`config.mk`:
```
export PLATFORM = sky130hd
export DESIGN_NAME = output_terminal_signal_select
export DESIGN_NICKNAME = d
export VERILOG_FILES = /design/src/design/outsel_pkg.sv /design/src/design/output_terminal_signal_select.sv
export SDC_FILE = /design/constraint.sdc
export NUM_CORES = 1
export LEC_CHECK = 0
export BUFFER_PORTS_ARGS = -buffer_cell sky130_fd_sc_hd__buf_4
export CAP_MARGIN = 10
export CELL_PAD_IN_SITES_DETAIL_PLACEMENT = 0
export CELL_PAD_IN_SITES_GLOBAL_PLACEMENT = 2
export CORE_ASPECT_RATIO = 1.2
export CORE_MARGIN = 5
export CORE_UTILIZATION = 37
export DETAILED_ROUTE_END_ITERATION = 7
export GPL_ROUTABILITY_DRIVEN = 0
export PLACE_DENSITY_LB_ADDON = 0.05
export SYNTH_ARGS = -nofsm -noshare
export SYNTH_HDL_FRONTEND = slang
export SYNTH_MEMORY_MAX_BITS = 65536
export SYNTH_SLANG_ARGS = --single-unit
```
`constraint.sdc`:
```
create_clock -name clk -period 5.5 [get_ports clk]
set_input_delay 1.1 -clock clk [delete_from_list [all_inputs] [get_ports clk]]
set_output_delay 1.1 -clock clk [all_outputs]
set_load 0.01 [all_outputs]
```
`src/design/outsel_pkg.sv`:
```
/*
 * Constants and codes for the output terminal selector.
 * Assumes a 32-bit AXI4-Lite register bus with byte addresses.
 */
package outsel_pkg;

	localparam int ADDR_W = 8;
	localparam int SEL_W = 16;
	localparam int NUM_COND = 27;
	localparam int IDX_W = 5;

	localparam logic [ADDR_W-1:0] SEL_A_ADDR = 8'h00;
	localparam logic [ADDR_W-1:0] SEL_RELAY_ADDR = 8'h04;
	localparam logic [ADDR_W-1:0] SEL_B_ADDR = 8'h08;
	localparam logic [ADDR_W-1:0] EXT_DISP_ADDR = 8'h0c;
	localparam logic [ADDR_W-1:0] CTRL_ADDR = 8'h10;
	localparam logic [ADDR_W-1:0] STATUS_ADDR = 8'h14;

	localparam logic [SEL_W-1:0] SEL_A_RST = 16'h0000;
	localparam logic [SEL_W-1:0] SEL_RELAY_RST = 16'h0063;
	localparam logic [SEL_W-1:0] SEL_B_RST = 16'h0050;
	localparam logic [SEL_W-1:0] EXT_DISP_RST = 16'h0000;

	localparam logic [SEL_W-1:0] NEG_OFFSET = 16'd100;
	localparam logic [SEL_W-1:0] CODE_LIMIT = 16'd200;
	localparam logic [SEL_W-1:0] CODE_NONE = 16'd9999;
	localparam logic [SEL_W-1:0] CODE_AVG_PULSE = 16'd93;

	// control register bits (write one to act)
	localparam int CTRL_PL_RELEASE = 0;
	localparam int CTRL_CLR_REFUSED = 1;
	// status register bits
	localparam int ST_TERM_LSB = 0;
	localparam int ST_REFUSED = 3;
	localparam int ST_PL_LATCH = 4;

	localparam logic [1:0] RESP_OKAY = 2'h0;
	localparam logic [1:0] RESP_SLVERR = 2'h2;

	typedef enum logic [1:0] {
		TERM_A = 2'h0,
		TERM_RELAY = 2'h1,
		TERM_B = 2'h2
	} term_t;

endpackage

```
`src/design/output_terminal_signal_select.sv`:
```
/*
 * Output terminal selector: three terminals, each driven by a status
 * condition chosen through a software selection register, with polarity.
 * Only listed codes are stored, so the terminals never decode garbage.
 * Assumes status inputs come from logic on the same clock and an
 * AXI4-Lite master that keeps at most one write and one read in flight.
 */
`timescale 1ns/1ps
`default_nettype none

module output_terminal_signal_select
	import outsel_pkg::*;
(
	input wire logic clk,
	input wire logic rst_n,
	input wire logic [ADDR_W-1:0] awaddr,
	input wire logic awvalid,
	output logic awready,
	input wire logic [31:0] wdata,
	input wire logic [3:0] wstrb,
	input wire logic wvalid,
	output logic wready,
	output logic [1:0] bresp,
	output logic bvalid,
	input wire logic bready,
	input wire logic [ADDR_W-1:0] araddr,
	input wire logic arvalid,
	output logic arready,
	output logic [31:0] rdata,
	output logic [1:0] rresp,
	output logic rvalid,
	input wire logic rready,
	input wire logic drive_running,
	input wire logic target_freq_reached,
	input wire logic overload_warning,
	input wire logic freq_threshold_hit,
	input wire logic regen_duty_prealarm,
	input wire logic thermal_prealarm,
	input wire logic drive_prepared,
	input wire logic overcurrent_detect,
	input wire logic zero_current_detect,
	input wire logic loop_low_limit,
	input wire logic loop_high_limit,
	input wire logic loop_forward_dir,
	input wire logic fan_fault,
	input wire logic heatsink_prealarm,
	input wire logic powerloss_decel_start,
	input wire logic loop_regulation_active,
	input wire logic retry_active,
	input wire logic loop_sleep,
	input wire logic safe_stop_active,
	input wire logic safe_circuit_ok,
	input wire logic life_alarm,
	input wire logic hard_fault,
	input wire logic current_avg_pulse,
	input wire logic maint_timer_due,
	input wire logic remote_out,
	input wire logic warn_alarm,
	input wire logic fault_flag,
	output logic open_drain_a_on,
	output logic relay_on,
	output logic open_drain_b_on
);

	logic [SEL_W-1:0] sel_a_ff, sel_relay_ff, sel_b_ff, ext_disp_ff;
	logic [SEL_W-1:0] nxt_sel_a, nxt_sel_relay, nxt_sel_b, nxt_ext_disp;
	logic refused_ff, nxt_refused;
	logic pl_latch_ff, nxt_pl_latch;
	logic aw_ff, nxt_aw, w_ff, nxt_w;
	logic [ADDR_W-1:0] awaddr_ff, nxt_awaddr;
	logic [31:0] wdata_ff, nxt_wdata;
	logic [3:0] wstrb_ff, nxt_wstrb;
	logic bvalid_ff, nxt_bvalid;
	logic [1:0] bresp_ff, nxt_bresp;
	logic rvalid_ff, nxt_rvalid;
	logic [1:0] rresp_ff, nxt_rresp;
	logic [31:0] rdata_ff, nxt_rdata;
	logic [2:0] term_ff, nxt_term;
	logic [NUM_COND-1:0] cond;
	logic [SEL_W-1:0] sel_arr [3];

	logic aw_hs, w_hs, ar_hs, do_wr;
	logic [ADDR_W-1:0] cur_addr;
	logic [31:0] cur_data;
	logic [3:0] cur_strb;

	// condition vector, ordered as the index map of cond_lookup
	assign cond = {
		fault_flag,
		warn_alarm,
		remote_out,
		maint_timer_due,
		current_avg_pulse,
		hard_fault,
		life_alarm,
		safe_circuit_ok,
		safe_stop_active,
		loop_sleep,
		retry_active,
		loop_regulation_active,
		pl_latch_ff,
		heatsink_prealarm,
		fan_fault,
		loop_forward_dir,
		loop_high_limit,
		loop_low_limit,
		zero_current_detect,
		overcurrent_detect,
		drive_prepared,
		thermal_prealarm,
		regen_duty_prealarm,
		freq_threshold_hit,
		overload_warning,
		target_freq_reached,
		drive_running
	};

	assign sel_arr[0] = sel_a_ff;
	assign sel_arr[1] = sel_relay_ff;
	assign sel_arr[2] = sel_b_ff;

	// one response outstanding at a time, so both address and data stall
	assign awready = !aw_ff && !bvalid_ff;
	assign wready = !w_ff && !bvalid_ff;
	assign arready = !rvalid_ff;
	assign aw_hs = awvalid && awready;
	assign w_hs = wvalid && wready;
	assign ar_hs = arvalid && arready;
	assign do_wr = (aw_ff || aw_hs) && (w_ff || w_hs);
	assign cur_addr = aw_ff ? awaddr_ff : awaddr;
	assign cur_data = w_ff ? wdata_ff : wdata;
	assign cur_strb = w_ff ? wstrb_ff : wstrb;

	assign bvalid = bvalid_ff;
	assign bresp = bresp_ff;
	assign rvalid = rvalid_ff;
	assign rresp = rresp_ff;
	assign rdata = rdata_ff;
	assign open_drain_a_on = term_ff[TERM_A];
	assign relay_on = term_ff[TERM_RELAY];
	assign open_drain_b_on = term_ff[TERM_B];

	// upper byte lanes are dropped: every register is 16 bits wide
	function automatic logic [SEL_W-1:0] merge16(input logic [SEL_W-1:0] old,
		input logic [31:0] d, input logic [3:0] s);
		merge16 = {s[1] ? d[15:8] : old[15:8], s[0] ? d[7:0] : old[7:0]};
	endfunction

	// maps a positive-logic code to its condition index; bit 5 flags a hit
	function automatic logic [IDX_W:0] cond_lookup(input logic [SEL_W-1:0] b);
		case (b)
			16'd0: cond_lookup = {1'b1, 5'd0};
			16'd1: cond_lookup = {1'b1, 5'd1};
			16'd3: cond_lookup = {1'b1, 5'd2};
			16'd4: cond_lookup = {1'b1, 5'd3};
			16'd7: cond_lookup = {1'b1, 5'd4};
			16'd8: cond_lookup = {1'b1, 5'd5};
			16'd11: cond_lookup = {1'b1, 5'd6};
			16'd12: cond_lookup = {1'b1, 5'd7};
			16'd13: cond_lookup = {1'b1, 5'd8};
			16'd14: cond_lookup = {1'b1, 5'd9};
			16'd15: cond_lookup = {1'b1, 5'd10};
			16'd16: cond_lookup = {1'b1, 5'd11};
			16'd25: cond_lookup = {1'b1, 5'd12};
			16'd26: cond_lookup = {1'b1, 5'd13};
			16'd46: cond_lookup = {1'b1, 5'd14};
			16'd47: cond_lookup = {1'b1, 5'd15};
			16'd64: cond_lookup = {1'b1, 5'd16};
			16'd70: cond_lookup = {1'b1, 5'd17};
			16'd80: cond_lookup = {1'b1, 5'd18};
			16'd81: cond_lookup = {1'b1, 5'd19};
			16'd90: cond_lookup = {1'b1, 5'd20};
			16'd91: cond_lookup = {1'b1, 5'd21};
			16'd93: cond_lookup = {1'b1, 5'd22};
			16'd95: cond_lookup = {1'b1, 5'd23};
			16'd96: cond_lookup = {1'b1, 5'd24};
			16'd98: cond_lookup = {1'b1, 5'd25};
			16'd99: cond_lookup = {1'b1, 5'd26};
			default: cond_lookup = '0;
		endcase
	endfunction

	// negative-logic codes fold onto the positive table
	function automatic logic [SEL_W-1:0] base_code(input logic [SEL_W-1:0] c);
		base_code = (c >= NEG_OFFSET) ? c - NEG_OFFSET : c;
	endfunction

	function automatic logic code_legal(input logic [SEL_W-1:0] c,
		input term_t t);
		logic [IDX_W:0] hit;
		hit = cond_lookup(base_code(c));
		// 9999 first: folded by base_code it would miss the table
		if (c == CODE_NONE)
			code_legal = (t != TERM_B);
		else if (c >= CODE_LIMIT || !hit[IDX_W])
			code_legal = 1'b0;
		else if (t == TERM_RELAY && base_code(c) == CODE_AVG_PULSE)
			code_legal = 1'b0;
		else
			code_legal = 1'b1;
	endfunction

	// write side
	always_comb begin
		logic [SEL_W-1:0] m;
		logic refuse;
		logic err;
		m = merge16('0, 32'h0000_0000, 4'h0);
		refuse = 1'b0;
		err = 1'b0;
		nxt_sel_a = sel_a_ff;
		nxt_sel_relay = sel_relay_ff;
		nxt_sel_b = sel_b_ff;
		nxt_ext_disp = ext_disp_ff;
		nxt_aw = aw_ff;
		nxt_w = w_ff;
		nxt_awaddr = awaddr_ff;
		nxt_wdata = wdata_ff;
		nxt_wstrb = wstrb_ff;
		nxt_bvalid = bvalid_ff && !bready;
		nxt_bresp = bresp_ff;
		nxt_refused = refused_ff;
		nxt_pl_latch = pl_latch_ff;
		if (aw_hs) begin
			nxt_aw = 1'b1;
			nxt_awaddr = awaddr;
		end
		if (w_hs) begin
			nxt_w = 1'b1;
			nxt_wdata = wdata;
			nxt_wstrb = wstrb;
		end
		if (do_wr) begin
			nxt_aw = 1'b0;
			nxt_w = 1'b0;
			nxt_bvalid = 1'b1;
			if (cur_addr == SEL_A_ADDR) begin
				m = merge16(sel_a_ff, cur_data, cur_strb);
				if (ext_disp_ff == '0 && code_legal(m, TERM_A))
					nxt_sel_a = m;
				else
					refuse = 1'b1;
			end else if (cur_addr == SEL_RELAY_ADDR) begin
				m = merge16(sel_relay_ff, cur_data, cur_strb);
				if (ext_disp_ff == '0 && code_legal(m, TERM_RELAY))
					nxt_sel_relay = m;
				else
					refuse = 1'b1;
			end else if (cur_addr == SEL_B_ADDR) begin
				m = merge16(sel_b_ff, cur_data, cur_strb);
				if (ext_disp_ff == '0 && code_legal(m, TERM_B))
					nxt_sel_b = m;
				else
					refuse = 1'b1;
			end else if (cur_addr == EXT_DISP_ADDR) begin
				// stays writable, otherwise a nonzero value would lock for good
				nxt_ext_disp = merge16(ext_disp_ff, cur_data, cur_strb);
			end else if (cur_addr == CTRL_ADDR) begin
				if (cur_strb[0] && cur_data[CTRL_CLR_REFUSED])
					nxt_refused = 1'b0;
				if (cur_strb[0] && cur_data[CTRL_PL_RELEASE])
					nxt_pl_latch = 1'b0;
			end else begin
				err = 1'b1;
			end
			nxt_bresp = (refuse || err) ? RESP_SLVERR : RESP_OKAY;
		end
		if (refuse)
			nxt_refused = 1'b1;
		// a deceleration event in the release cycle keeps the latch set
		if (powerloss_decel_start)
			nxt_pl_latch = 1'b1;
	end

	always_ff @(posedge clk or negedge rst_n) begin
		if (!rst_n) begin
			sel_a_ff <= SEL_A_RST;
			sel_relay_ff <= SEL_RELAY_RST;
			sel_b_ff <= SEL_B_RST;
			ext_disp_ff <= EXT_DISP_RST;
			aw_ff <= 1'b0;
			w_ff <= 1'b0;
			awaddr_ff <= '0;
			wdata_ff <= '0;
			wstrb_ff <= '0;
			bvalid_ff <= 1'b0;
			bresp_ff <= RESP_OKAY;
			refused_ff <= 1'b0;
			pl_latch_ff <= 1'b0;
		end else begin
			sel_a_ff <= nxt_sel_a;
			sel_relay_ff <= nxt_sel_relay;
			sel_b_ff <= nxt_sel_b;
			ext_disp_ff <= nxt_ext_disp;
			aw_ff <= nxt_aw;
			w_ff <= nxt_w;
			awaddr_ff <= nxt_awaddr;
			wdata_ff <= nxt_wdata;
			wstrb_ff <= nxt_wstrb;
			bvalid_ff <= nxt_bvalid;
			bresp_ff <= nxt_bresp;
			refused_ff <= nxt_refused;
			pl_latch_ff <= nxt_pl_latch;
		end
	end

	// read side: data is registered and stands until rready
	always_comb begin
		nxt_rvalid = rvalid_ff && !rready;
		nxt_rresp = rresp_ff;
		nxt_rdata = rdata_ff;
		if (ar_hs) begin
			nxt_rvalid = 1'b1;
			nxt_rresp = RESP_OKAY;
			nxt_rdata = '0;
			if (araddr == SEL_A_ADDR) begin
				nxt_rdata[SEL_W-1:0] = sel_a_ff;
			end else if (araddr == SEL_RELAY_ADDR) begin
				nxt_rdata[SEL_W-1:0] = sel_relay_ff;
			end else if (araddr == SEL_B_ADDR) begin
				nxt_rdata[SEL_W-1:0] = sel_b_ff;
			end else if (araddr == EXT_DISP_ADDR) begin
				nxt_rdata[SEL_W-1:0] = ext_disp_ff;
			end else if (araddr == CTRL_ADDR) begin
				nxt_rdata = '0;
			end else if (araddr == STATUS_ADDR) begin
				nxt_rdata[ST_TERM_LSB +: 3] = term_ff;
				nxt_rdata[ST_REFUSED] = refused_ff;
				nxt_rdata[ST_PL_LATCH] = pl_latch_ff;
			end else begin
				nxt_rresp = RESP_SLVERR;
			end
		end
	end

	always_ff @(posedge clk or negedge rst_n) begin
		if (!rst_n) begin
			rvalid_ff <= 1'b0;
			rresp_ff <= RESP_OKAY;
			rdata_ff <= '0;
		end else begin
			rvalid_ff <= nxt_rvalid;
			rresp_ff <= nxt_rresp;
			rdata_ff <= nxt_rdata;
		end
	end

	// terminal drive: each terminal picks one bit of the condition vector
	always_comb begin
		logic [IDX_W:0] hit;
		logic invert;
		hit = '0;
		invert = 1'b0;
		for (int i = 0; i < 3; i++) begin
			hit = cond_lookup(base_code(sel_arr[i]));
			invert = sel_arr[i] >= NEG_OFFSET;
			// an unmatched code parks the terminal off, never on
			if (sel_arr[i] == CODE_NONE || !hit[IDX_W])
				nxt_term[i] = 1'b0;
			else
				nxt_term[i] = cond[hit[IDX_W-1:0]] ^ invert;
		end
	end

	always_ff @(posedge clk or negedge rst_n) begin
		if (!rst_n)
			term_ff <= 3'h0;
		else
			term_ff <= nxt_term;
	end

endmodule // output_terminal_signal_select

`default_nettype wire

```
==> flow_summary.yaml <==
layout:
  drive_above_1_share_pct: 20.3
  layout.cells.most_common: "buf_4"
  final_cell_mix: "buf_4 (189), nand2_1 (140), mux2i_1 (125)"
  antenna_cells: 0
  n_fill_cell: 3513
  layout.cells.non_filler: 2139
  synthToLayoutAreaGrowth_pct: 16.3
  nets: 1805
place:
  dpl.cell_count: 2107
  port-buffer-count: 93
  dp_slack_ns: 0.246
  place_hpwl_um: 37000
timing:
  hold_violations: 0
  hold_ws_ns: 0.490
  fmax_mhz: 201
  period_needed_ns: 4.97
  worst_pin_slew_ns: 1.08
  slew_viol_final: 0
  rsz0062_at_grt: "no"
  clock-skew-final_ns: 0.0121
  setup_tns_ns: 0
  setup_viol: 0
  period_share_pct: 90.4
  setup_ws_ns: 0.526
  relSlewSlack_pct: 27.7
synthesis:
  synth_edf_count: 0
  ys_warn_count: 0
  syn_area_per_cell_um2: 8.15
  async_reset_ff_share_pct: 100
  synthesis.instances: 1564
  ys.flop_type: "dfrtp_1"
  netlist_area_um2: 12700
  ys_seq_area_share_pct: 23.0
  synth-seq-cells: 117
  yosysUniqueCellTypes: 104
drt:
  drc: 0
  first_iter_violations: 916
  firstDrtPassIters: 7
  vias_per_cell: 5.95
  antenna_left: 0
  dr_total_vias: 12700
  routed_wl_um: 47200
  wl_per_cell_um: 22.1
floorplanning:
  die_y_um: 213
  num_rows: 74
  die_w_um: 179
  io_pins: 130
  coreArea_um2: 34100
  die_area_um2: 38300
  start_util_pct: 37.4
critical_path:
  timing_worst_setup_path_type: "flip-flop to flip-flop"
  required_ns: 5.81
  cp.arrival_ns: 5.28
  crit_path_end_kind: "flip-flop"
  critPathMaxFanout: 8
  start_kind: "flip-flop"
clock_network:
  ctsHtreeMaxLevel: 4
  cts_tree: "done"
  post_cts_buffers: 0
  cts_root_buf: "clkbuf_16"
  numCtsBuffers: 17
  clkTransAtPathRegs_ns: 0.06
  cts.repair.resized: 0
  clkLatencyLatePin_ns: 0.43
  cts.sinks: 117
  cts_max_path_buffers: 2
  cts-hold-fix-buffers: 0
power_and_ir_drop:
  ir_drop_mv: 0.240
  powerDensity_nw_per_um2: 280
  p_leak_nw: 6.25
grt:
  grt_pass1_wl_um: 73200
  grt_max_degree: 46
  antenna_found_initial: 0
  grt_pass1_vias: 12400
  grt_overflow: 0
  grt_use_total_pct: 24.0
run_status:
  outcome: "complete, no violations"
run:
  drv_cap: 0
worst_hold_path:
  min_path_type: "flip-flop to flip-flop"
==> synthesized netlist by cell type (all sizes together), types with 7 or more instances <==
cell type	number	area, µm²
and2	30	188
nand3	50	250
o311ai	9	78.8
o221ai	13	114
o21ai	138	698
a32oi	7	61.3
a2111oi	8	145
a31oi	28	175
nand2b	19	119
o31ai	19	156
or3	17	111
nor2	89	337
nor4	23	150
mux2	76	860
dfrtp	111	2780
o21a	8	60.1
nand2	140	526
buf	61	377
xnor2	20	190
and3	11	68.8
nand3b	10	75.1
a22oi	15	113
mux2i	125	1250
nand4	21	131
a211o	8	70.1
o22ai	22	144
nor3	37	210
ha	49	613
a21oi	87	447
a311oi	12	111
inv	49	184
clkbuf	59	223
a211oi	19	143
a21boi	11	90.1
nor2b	14	87.6
a21o	9	67.6
xor2	8	70.1
o211ai	14	105
a31o	7	61.3
==> area by class of cell <==
class / instances / area [µm²] / share of cell area, %
Clock inverter: 10 / 124 / 0.836
Timing Repair Buffer: 190 / 1440 / 9.71
Clock buffer: 22 / 464 / 3.13
Multi-Input combinational cell: 1293 / 9090 / 61.4
Tap cell: 456 / 571 / 3.85
Sequential cell: 117 / 2940 / 19.8
Inverter: 51 / 191 / 1.29
==> routing by layer <==
| metal | part of all wire, % | up-vias | global-route usage, % |
|---|---|---|---|
| met1 | 45 | 6155 | 31.8 |
| met4 | 3.7 | 0 | 9.62 |
| met3 | 4.2 | 69 | 2.95 |
| met2 | 47 | 387 | 40.1 |
| met5 | 0 | - | 0 |
| li1 | - | 6116 | - |
==> where the power goes <==
group | internal, W | total [W] | switching, W
Clock | 0.000693 | 0.00112 | 0.000422
Combinational | 0.000813 | 0.00190 | 0.00109
Sequential | 0.000990 | 0.00114 | 0.000146
Total | 0.00250 | 0.00416 | 0.00166
==> critical path, cell delays in order (launching register included) <==
cell and delay (ns):
dfrtp_1 0.46, or4_4 0.60, or3_1 0.50, nor3_2 0.52, buf_4 0.26, mux2i_1 0.34, nor2b_1 0.21, inv_1 0.07
a2bb2oi_1 0.39, mux2_2 0.39, nor3b_1 0.20, and4b_1 0.23, nor4_2 0.32, mux2_4 0.33
==> state kept, by name, indices dropped and copies added, names as in the netlist <==
register / flops
bvalid: 1
sel_b_ff: 16
awaddr_ff: 8
w_ff: 1
aw_ff: 1
refused_ff: 1
ext_disp_ff: 16
sel_a_ff: 16
term_ff: 3
wdata_ff: 16
bresp: 1
rvalid: 1
sel_relay_ff: 16
rresp: 1
pl_latch_ff: 1
rdata: 16
wstrb_ff: 2
==> logic make-up after synthesis <==
| family | synth area share (%) |
|---|---|
| muxes | 16.7 |
| other | 0.0294 |
| and+or+nand+nor | 20.2 |
| AOI/OAI and AO/OA | 26.9 |
| DFF | 23.0 |
| xor gates and xnor gates | 2.04 |
| buffers and inverters | 6.21 |
| adders and majority gates | 4.81 |
==> worst paths after layout <==
check	from	endpoint	slack (ns)	cells after the start
setup / recovery	sel_b_ff[8]	term_ff[2]	0.53	13
min in group asynchronous	rst_n	awaddr_ff[6]	0.66	1
hold / removal	rdata[3]	rdata[3]	0.49	2
max in group asynchronous	rst_n	ext_disp_ff[1]	3.79	2
setup reg to reg	sel_b_ff[8]	term_ff[2]	0.53	13
hold reg to reg	rdata[3]	rdata[3]	0.49	2
==> metrics by stage <==
step | power (W) | util [%] | area [µm²]
2_1_floorplan | 0.00242 | - | 12800
3_3_place_gp | 0.00304 | 41.8 | 14200
3_5_place_dp | 0.00305 | 41.8 | 14200
4_1_cts | 0.00417 | 43.5 | 14800
5_1_grt | 0.00441 | 43.5 | 14800
6_report | 0.00416 | 43.5 | 14800
(Power assumes the default switching activity.)
